[config.mk]
export PLATFORM = sky130hd
export DESIGN_NAME = framer_irq_vector
export DESIGN_NICKNAME = d
export VERILOG_FILES = /design/src/rtl/vec_pkg.sv /design/src/rtl/capture_if.sv /design/src/rtl/stream_capture.sv /design/src/rtl/framer_irq_vector.sv
export SDC_FILE = /design/constraint.sdc
export NUM_CORES = 1
export LEC_CHECK = 0
export BUFFER_PORTS_ARGS = -buffer_cell sky130_fd_sc_hd__buf_2
export CELL_PAD_IN_SITES_DETAIL_PLACEMENT = 1
export CELL_PAD_IN_SITES_GLOBAL_PLACEMENT = 2
export CORE_AREA = 10 10 274 276
export DETAILED_ROUTE_END_ITERATION = 12
export DIE_AREA = 0 0 284 286
export PLACE_DENSITY = 0.75
export SKIP_CTS_REPAIR_TIMING = 1
export SYNTH_ARGS = -nofsm -noshare
export SYNTH_HDL_FRONTEND = slang
export SYNTH_SLANG_ARGS = --single-unit
[constraint.sdc]
create_clock -name clk_sys -period 2.1 [get_ports clk_sys]
set_input_delay 0.105 -clock clk_sys [delete_from_list [all_inputs] [get_ports clk_sys]]
set_output_delay 0.105 -clock clk_sys [all_outputs]
set_load 0.02 [all_outputs]
[src/rtl/vec_pkg.sv]
// constants shared by the interrupt vector, identification and analyser block
// Operation
// - framer0 elastic summary on low bit 2
// - framer0 receive line summary on bit 1
// - framer0 sync summary on bit 0
// - set mask bit forces summary bit low
// - high register holds framers 4-7 summaries
// - high bits 5..0 ordered f5r,f5s,f4h,f4e,f4r,f4s
// - hdlc summary ORs hdlc register, elastic status
// - id holds part number, revision code
// - analyser status set when capture buffer full
// - analyser mask bit suppresses analyser status
// - capture bytes read at 920..93f, first first
// - capture stream from any framer, any stream
// - framers 0-3 in low register, four bits each
// - analyser mask one keeps status at zero
`default_nettype none
package vec_pkg;
  // ***********************************************************
  // register offsets on the processor port
  // ***********************************************************
  localparam logic [11:0] OFF_VEC_MASK_LOW  = 12'h902;
  localparam logic [11:0] OFF_VEC_MASK_HIGH = 12'h903;
  localparam logic [11:0] OFF_ANA_MASK      = 12'h905;
  localparam logic [11:0] OFF_VEC_STAT_LOW  = 12'h910;
  localparam logic [11:0] OFF_VEC_STAT_HIGH = 12'h911;
  localparam logic [11:0] OFF_PART_ID       = 12'h912;
  localparam logic [11:0] OFF_ANA_STAT      = 12'h913;
  localparam logic [11:0] OFF_CAP_FIRST     = 12'h920;
  localparam logic [11:0] OFF_CAP_LAST      = 12'h93f;
  // ***********************************************************
  // field positions and reset values
  // ***********************************************************
  localparam int          SUM_SYNC_POS      = 0;
  localparam int          SUM_RXLINE_POS    = 1;
  localparam int          SUM_ELASTIC_POS   = 2;
  localparam int          SUM_HDLC_POS      = 3;
  localparam int          SUM_PER_FRAMER    = 4;
  localparam int          PART_NUM_LSB      = 3;
  localparam int          ANA_FULL_POS      = 0;
  localparam logic [15:0] VEC_MASK_RESET    = 16'h0000;
  localparam logic        ANA_MASK_RESET    = 1'h0;
  localparam logic [7:0]  CAP_BYTE_RESET    = 8'h00;
  localparam logic [15:0] READ_ZERO         = 16'h0000;
  // part number is an arbitrary neutral value, revision reads as zero
  localparam logic [12:0] PART_NUMBER_DEF   = 13'h0a5a;
  localparam logic [2:0]  REVISION_DEF      = 3'h0;
  // ***********************************************************
  // capture engine states
  // ***********************************************************
  typedef enum logic [2:0] {
    CAP_IDLE = 3'b001,
    CAP_FILL = 3'b010,
    CAP_FULL = 3'b100
  } cap_state_t;
endpackage
`default_nettype wire

[src/rtl/capture_if.sv]
// signals between the register front end and the capture engine
`default_nettype none
interface capture_if;
  logic       arm;
  logic [2:0] framer_sel;
  logic [1:0] stream_sel;
  logic [4:0] rd_idx;
  logic [7:0] rd_byte;
  logic       full;
  modport ctrl (output arm, framer_sel, stream_sel, rd_idx,
                input rd_byte, full);
  modport eng  (input arm, framer_sel, stream_sel, rd_idx,
                output rd_byte, full);
endinterface
`default_nettype wire

[src/rtl/stream_capture.sv]
// backplane stream analyser capture engine with its byte buffer
`default_nettype none
module stream_capture #(
  parameter int N_FRAMERS = 8,
  parameter int N_STREAMS = 4,
  parameter int N_BYTES   = 32
) (
  input  wire logic                       clk_sys,
  input  wire logic                       srst,
  input  wire logic [N_FRAMERS*N_STREAMS-1:0] bp_stream,
  input  wire logic                       bp_bit_en,
  capture_if.eng                          cap
);
  vec_pkg::cap_state_t state_ff, nxt_state;
  logic [2:0] bit_cnt_ff, nxt_bit_cnt;
  logic [4:0] byte_cnt_ff, nxt_byte_cnt;
  logic [7:0] shift_ff, nxt_shift;
  logic [7:0] mem [N_BYTES];
  logic       wr_en;
  logic [7:0] wr_byte;
  logic       cur_bit;

  // ***********************************************************
  // stream select and fill sequence
  // ***********************************************************
  // any stream of any framer may feed the shifter
  always_comb begin
    cur_bit = bp_stream[{cap.framer_sel, cap.stream_sel}];
  end

  // bits arrive msb first; the byte is stored on its eighth bit
  always_comb begin
    nxt_state    = state_ff;
    nxt_bit_cnt  = bit_cnt_ff;
    nxt_byte_cnt = byte_cnt_ff;
    nxt_shift    = shift_ff;
    wr_en        = 1'b0;
    wr_byte      = {shift_ff[6:0], cur_bit};
    case (state_ff)
      vec_pkg::CAP_IDLE, vec_pkg::CAP_FULL: begin
        if (cap.arm) begin
          nxt_state    = vec_pkg::CAP_FILL;
          nxt_bit_cnt  = 3'h0;
          nxt_byte_cnt = 5'h00;
        end
      end
      vec_pkg::CAP_FILL: begin
        if (cap.arm) begin
          nxt_bit_cnt  = 3'h0;
          nxt_byte_cnt = 5'h00;
        end else if (bp_bit_en) begin
          nxt_shift   = wr_byte;
          nxt_bit_cnt = bit_cnt_ff + 3'h1;
          if (bit_cnt_ff == 3'h7) begin
            wr_en = 1'b1;
            nxt_byte_cnt = byte_cnt_ff + 5'h01;
            if (byte_cnt_ff == 5'(N_BYTES - 1)) begin
              nxt_state = vec_pkg::CAP_FULL;
            end
          end
        end
      end
      default: begin
        nxt_state = vec_pkg::CAP_IDLE;
      end
    endcase
  end

  // register stage; the buffer clears on reset so reads show zero
  always_ff @(posedge clk_sys) begin
    if (srst) begin
      state_ff    <= vec_pkg::CAP_IDLE;
      bit_cnt_ff  <= 3'h0;
      byte_cnt_ff <= 5'h00;
      shift_ff    <= vec_pkg::CAP_BYTE_RESET;
      for (int i = 0; i < N_BYTES; i++) begin
        mem[i] <= vec_pkg::CAP_BYTE_RESET;
      end
    end else begin
      state_ff    <= nxt_state;
      bit_cnt_ff  <= nxt_bit_cnt;
      byte_cnt_ff <= nxt_byte_cnt;
      shift_ff    <= nxt_shift;
      if (wr_en) begin
        mem[byte_cnt_ff] <= wr_byte;
      end
    end
  end

  assign cap.rd_byte = mem[cap.rd_idx];
  assign cap.full    = (state_ff == vec_pkg::CAP_FULL);
endmodule
`default_nettype wire

[src/rtl/framer_irq_vector.sv]
// global interrupt vector, identification and analyser register block
`default_nettype none
module framer_irq_vector #(
  parameter int          N_FRAMERS   = 8,
  parameter int          N_STREAMS   = 4,
  parameter logic [12:0] PART_NUMBER = vec_pkg::PART_NUMBER_DEF,
  parameter logic [2:0]  REVISION    = vec_pkg::REVISION_DEF
) (
  input  wire logic                           clk_sys,
  input  wire logic                           srst,
  input  wire logic                           cpu_cs,
  input  wire logic                           cpu_rd,
  input  wire logic                           cpu_wr,
  input  wire logic [11:0]                    cpu_addr,
  input  wire logic [15:0]                    cpu_wdata,
  output logic      [15:0]                    cpu_rdata,
  output logic                                cpu_rvalid,
  input  wire logic [N_FRAMERS*16-1:0]        irq_sync_bits,
  input  wire logic [N_FRAMERS*16-1:0]        irq_rxline_bits,
  input  wire logic [N_FRAMERS*16-1:0]        irq_elastic_bits,
  input  wire logic [N_FRAMERS*16-1:0]        elastic_status_bits,
  input  wire logic [N_FRAMERS*16-1:0]        irq_hdlc_bits,
  input  wire logic [N_FRAMERS*N_STREAMS-1:0] bp_stream,
  input  wire logic                           bp_bit_en,
  input  wire logic                           ana_arm,
  input  wire logic [2:0]                     ana_framer_sel,
  input  wire logic [1:0]                     ana_stream_sel
);
  logic [15:0] vec_mask_low_ff, nxt_vec_mask_low;
  logic [15:0] vec_mask_high_ff, nxt_vec_mask_high;
  logic        analyser_status_mask_ff, nxt_analyser_status_mask;
  logic [15:0] rdata_ff, nxt_rdata;
  logic        rvalid_ff, nxt_rvalid;
  logic [N_FRAMERS*4-1:0] raw_sum;
  logic [15:0] vec_stat_low;
  logic [15:0] vec_stat_high;
  logic        ana_stat;
  logic        wr_hit;
  logic        rd_hit;
  logic        cap_hit;

  capture_if cap ();

  // ***********************************************************
  // helpers
  // ***********************************************************
  // a source register is pending while any of its bits is set
  function automatic logic any_set(input logic [15:0] r);
    any_set = |r;
  endfunction

  // ***********************************************************
  // per framer summaries
  // ***********************************************************
  // live OR, no latch: the bit falls once the framer bits are cleared
  always_comb begin
    raw_sum = '0;
    for (int f = 0; f < N_FRAMERS; f++) begin
      raw_sum[f*4 + vec_pkg::SUM_SYNC_POS] =
        any_set(irq_sync_bits[f*16 +: 16]);
      raw_sum[f*4 + vec_pkg::SUM_RXLINE_POS] =
        any_set(irq_rxline_bits[f*16 +: 16]);
      raw_sum[f*4 + vec_pkg::SUM_ELASTIC_POS] =
        any_set(irq_elastic_bits[f*16 +: 16]) |
        any_set(elastic_status_bits[f*16 +: 16]);
      raw_sum[f*4 + vec_pkg::SUM_HDLC_POS] =
        any_set(irq_hdlc_bits[f*16 +: 16]) |
        any_set(elastic_status_bits[f*16 +: 16]);
    end
  end

  // framers 0-3 go low, 4-7 high, each nibble {hdlc,el,rx,sync}
  always_comb begin
    vec_stat_low  = raw_sum[15:0] & ~vec_mask_low_ff;
    vec_stat_high = raw_sum[31:16] & ~vec_mask_high_ff;
  end

  // the mask forces the analyser bit low while set
  always_comb begin
    ana_stat = cap.full & ~analyser_status_mask_ff;
  end

  // ***********************************************************
  // capture engine control
  // ***********************************************************
  assign cap.arm        = ana_arm;
  assign cap.framer_sel = ana_framer_sel;
  assign cap.stream_sel = ana_stream_sel;
  assign cap.rd_idx     = 5'(cpu_addr - vec_pkg::OFF_CAP_FIRST);

  stream_capture #(
    .N_FRAMERS (N_FRAMERS),
    .N_STREAMS (N_STREAMS),
    .N_BYTES   (32)
  ) u_capture (
    .clk_sys   (clk_sys),
    .srst      (srst),
    .bp_stream (bp_stream),
    .bp_bit_en (bp_bit_en),
    .cap       (cap)
  );

  // ***********************************************************
  // processor port
  // ***********************************************************
  // a write and a read in the same cycle are both served
  always_comb begin
    wr_hit  = cpu_cs & cpu_wr;
    rd_hit  = cpu_cs & cpu_rd;
    cap_hit = (cpu_addr >= vec_pkg::OFF_CAP_FIRST) &&
              (cpu_addr <= vec_pkg::OFF_CAP_LAST);
    nxt_vec_mask_low         = vec_mask_low_ff;
    nxt_vec_mask_high        = vec_mask_high_ff;
    nxt_analyser_status_mask = analyser_status_mask_ff;
    if (wr_hit) begin
      case (cpu_addr)
        vec_pkg::OFF_VEC_MASK_LOW:  nxt_vec_mask_low  = cpu_wdata;
        vec_pkg::OFF_VEC_MASK_HIGH: nxt_vec_mask_high = cpu_wdata;
        vec_pkg::OFF_ANA_MASK: begin
          nxt_analyser_status_mask = cpu_wdata[0];
        end
        default: begin
        end
      endcase
    end
  end

  // read data is captured one cycle after the strobe
  always_comb begin
    nxt_rvalid = rd_hit;
    nxt_rdata  = rdata_ff;
    if (rd_hit) begin
      nxt_rdata = vec_pkg::READ_ZERO;
      if (cap_hit) begin
        nxt_rdata[7:0] = cap.rd_byte;
      end else begin
        case (cpu_addr)
          vec_pkg::OFF_VEC_MASK_LOW:  nxt_rdata = vec_mask_low_ff;
          vec_pkg::OFF_VEC_MASK_HIGH: nxt_rdata = vec_mask_high_ff;
          vec_pkg::OFF_ANA_MASK: begin
            nxt_rdata[0] = analyser_status_mask_ff;
          end
          vec_pkg::OFF_VEC_STAT_LOW:  nxt_rdata = vec_stat_low;
          vec_pkg::OFF_VEC_STAT_HIGH: nxt_rdata = vec_stat_high;
          vec_pkg::OFF_PART_ID: begin
            nxt_rdata = {PART_NUMBER, REVISION};
          end
          vec_pkg::OFF_ANA_STAT: begin
            nxt_rdata[vec_pkg::ANA_FULL_POS] = ana_stat;
          end
          default: begin
            nxt_rdata = vec_pkg::READ_ZERO;
          end
        endcase
      end
    end
  end

  always_ff @(posedge clk_sys) begin
    if (srst) begin
      vec_mask_low_ff         <= vec_pkg::VEC_MASK_RESET;
      vec_mask_high_ff        <= vec_pkg::VEC_MASK_RESET;
      analyser_status_mask_ff <= vec_pkg::ANA_MASK_RESET;
      rdata_ff                <= vec_pkg::READ_ZERO;
      rvalid_ff               <= 1'b0;
    end else begin
      vec_mask_low_ff         <= nxt_vec_mask_low;
      vec_mask_high_ff        <= nxt_vec_mask_high;
      analyser_status_mask_ff <= nxt_analyser_status_mask;
      rdata_ff                <= nxt_rdata;
      rvalid_ff               <= nxt_rvalid;
    end
  end

  assign cpu_rdata  = rdata_ff;
  assign cpu_rvalid = rvalid_ff;
endmodule
`default_nettype wire

==> summary.md <==
| Metric | Value |
|---|---|
| Status | `finished clean` |
| Comb pwr share | `11.6%` |
| Largest cells by area after synthesis | `edfxtp_1, and2_1, dfxtp_1, mux4_2, nor4_1` |
| Slowest CP cell | `dfxtp_2` |
| GR Overflow Total | `0` |
| CP required | `2350 ps` |
| CP cell instances | `nor4b_4 -> nand2_2 -> nor3b_4 -> buf_6 -> nand2_4 -> buf_12 -> nor2_4 -> or2_4` |
| CTS H-tree depth | `2` |
| Switching Share | `a little under a quarter` |
| Synthesized cell area | `16900 um^2` |
| Peak VDD IR | `0.454 mV` |
| CTS tree | `done` |
| Synth area leader | `edfxtp_1` |
| Worst setup margin | `about 30 ps` |
| Clock latency on the worst-skew pair | `560 ps` |
| Clock root buffer | `clkbuf_16` |
| Final hold viol count | `0` |
| Worst slew margin | `53.9%` |
| CORE AREA | `slightly below 70000 um^2` |
| Post-DRT Antenna Nets | `0` |
| MaxCap Viol Count | `0` |
| Fillers | `slightly below 8k` |
| Least-Margin Pin Slew | `685 ps` |
| Top Ports | `729` |
| Pre-CTS setup slack | `-64.0 ps` |
| DRC | `0` |
| RSZ-0062 raised after global routing | `true` |
| Pwr Density | `648 nW/um^2` |
| Vias/cell | `about 5` |
| Hold WC Path Type | `input port to flop` |
| Final Max Tran Viols | `0` |
| Die Area | `81200 um^2` |
| Post-DP HPWL | `approximately 69 mm` |
| Global-route wire length before repair | `118 mm` |
| Nets@finish | `3065` |
| Clock tree sinks | `324` |
| Vias | `around 16k` |
| Number of synthesized flops with an enable pin | `256` |
| 1st-iter DRT viols | `919` |
| CTS Buf Count | `37` |
| Reg power frac | `45.6%` |
| First-pass DRT Iterations | `5` |
| CP startpoint kind | `flop` |
| Starting density of the core | `24.2%` |
| Period utilization | `98.6%` |
| CP max FO | `8` |
| R2r setup slk | `~30 ps` |
| Seq/Total Area, Yosys | `a little over half` |
| DIE HEIGHT | `between 200 and 300 um` |
| Worst Path Arrival | `roughly 2300 ps` |
| Vias in the first global route | `17.6k` |
| Post-synthesis cell type count | `66` |
| Worst r2r dst | `u_capture.mem[3][1]` |
| Row count | `97` |
| YS warnings | `0` |
| Final Skew | `26.5 ps` |
| Initial antenna violation count | `24` |
| Delay-heaviest family, CP | `simple AND/OR/NAND/NOR gates` |
| NetSw | `about 0.0037 W` |
| Clock power frac | `42.8%` |
| All-Layer GR Usage | `19.4%` |
| Top cell type's share of synthesized area | `45.6%` |
| Chip width | `284 um` |
| Ys async rst share | `0%` |
| CTS clk-pin slew, worst paths | `50 ps` |
| IO Port Bufs | `728` |
| Post-synthesis register bit count | `between 300 and 400` |
| WL per Instance | `about 25 um` |
| Cells after Synth | `between 1.5k and 2k` |
| Leak | `9.76 nW` |
| Mapped Nets | `2221` |
| Final WL | `84.1 mm` |
| Placer Congestion | `0.961` |
| Crit path kind | `flop to flop` |
| Worst path depth | `8` |
| Worst path bufs/invs | `2` |
| CP startpoint | `u_capture.state_ff[0]` |
| Synth Area per Inst | `11.2 um^2` |
| Fmax | `0.483 GHz` |
| R2R Path Start | `u_capture.state_ff[0]` |
| # setup viols final | `0` |
| Worst-case clock buffer depth | `3` |
| Power Total | `0.0159 W` |
| Top FF cell, synth | `edfxtp_1` |
| R2R depth | `8` |
| CP endpoint | `u_capture.mem[3][1]` |
| CP peak stage delay | `340 ps` |
| Internal Power | `roughly 0.012 W` |
| Largest net degree at the start of global routing | `72` |
| Final setup TNS | `0 ps` |
| Area growth, synth to finish | `45.3%` |
| Period minus WS final | `about 2100 ps` |
| Layout cells sized above 1 | `45.2%` |
| Crit end category | `flop` |
area by class of cell:
class	instances	area, um^2	area share, %
sequential	324	9050	37.0
multi-input combinational	1085	7770	31.7
timing repair buffer	894	5220	21.3
tap	940	1180	4.80
clock buffer	43	948	3.87
clock inverter	23	303	1.24
inverter	4	15.0	0.0613
antenna	5	12.5	0.0511
through the flow:
step / cell area (um^2) / utilization (%) / instances / hold WS [ps]
finish: 24500 / 35.2 / 3318 / 45.2
global route: 24500 / 35.2 / 3317 / 32.8
detailed placement: 22700 / 32.6 / 3220 / 373
floorplan: 16900 / - / 1502 / 208
global placement: 22700 / 32.6 / 3220 / 366
CTS: 23900 / 34.4 / 3286 / -226
worst min-delay path by stage:
stage          cells after the start  slack (ps)          start               endpoint
3_5_place_dp                       3         370  cpu_wdata[12]   vec_mask_high_ff[12]
3_3_place_gp                       3         370  cpu_wdata[12]   vec_mask_high_ff[12]
6_report                           4          50        ana_arm  u_capture.state_ff[1]
2_1_floorplan                      1         210           srst             cpu_rvalid
4_1_cts                            3        -230  cpu_wdata[10]   vec_mask_high_ff[10]
5_1_grt                            4          30        ana_arm  u_capture.state_ff[1]
power groups by stage:
stage,Combinational [W],Clock (W),Sequential [W]
3_5_place_dp,0.00179,0,0.00737
3_3_place_gp,0.00175,0,0.00736
5_1_grt,0.00198,0.00720,0.00726
4_1_cts,0.00180,0.00693,0.00724
2_1_floorplan,0.000683,0,0.00732
6_report,0.00184,0.00679,0.00724
cells by family after synthesis:
logic type,after synthesis,synth area share [%]
xor+xnor,4,0.208
simple gates,796,26.7
fa+ha+maj,7,0.520
mux,118,10.6
buf+inv,93,2.35
flops,324,53.7
compound gates,160,6.03
flip-flops by register name, indices dropped and copies added (netlist names):
signal,cells
cpu_rvalid,1
vec_mask_low_ff,16
analyser_status_mask_ff,1
u_capture.shift_ff,7
cpu_rdata,16
u_capture.mem,256
u_capture.bit_cnt_ff,3
u_capture.byte_cnt_ff,5
u_capture.state_ff,3
vec_mask_high_ff,16
tightest hold or removal path, delay by kind of cell:
kind                   cells  cell delay [ps]
AOI/OAI and AO/OA          1               70
and+or+nand+nor            1               70
buffers and inverters      2              290
placed cells by master, fill, tap and decap left out, types with 10 or more instances in the layout:
cell	n
buf_2	727
edfxtp_1	256
and2_1	228
nor4_1	160
nand2_1	132
buf_4	127
a21oi_1	66
dfxtp_1	66
mux2i_1	62
nor3_1	47
mux4_2	47
nor2_1	40
clkbuf_16	40
nand4_1	34
or2_4	32
nand3_1	26
nor2_4	23
dlygate4sd3_1	18
buf_12	18
a22oi_1	14
o21ai_0	14
a211oi_1	10
o22ai_1	10
cells in the mapped netlist (all sizes together), types with 4 or more instances:
cell type	count
a211oi	10
a21oi	66
a221oi	4
a22o	5
a22oi	14
and2	228
and4	7
buf	32
clkbuf	57
dfxtp	68
edfxtp	256
ha	7
inv	4
mux2	9
mux2i	62
mux4	47
nand2	138
nand2b	9
nand3	26
nand3b	7
nand4	34
nor2	70
nor2b	5
nor3	48
nor3b	4
nor4	166
o21ai	16
o22ai	10
o31ai	6
or2	34
or4	4
routing by layer:
layer	track usage [%]	vias to the layer above	wire length, um
met5	0	-	131
met4	7.51	22	3010
met3	5.85	154	6280
met2	34.9	652	43000
met1	21.1	7899	31600
li1	-	7444	-
No activity file was read; power rests on OpenSTA's default activity.
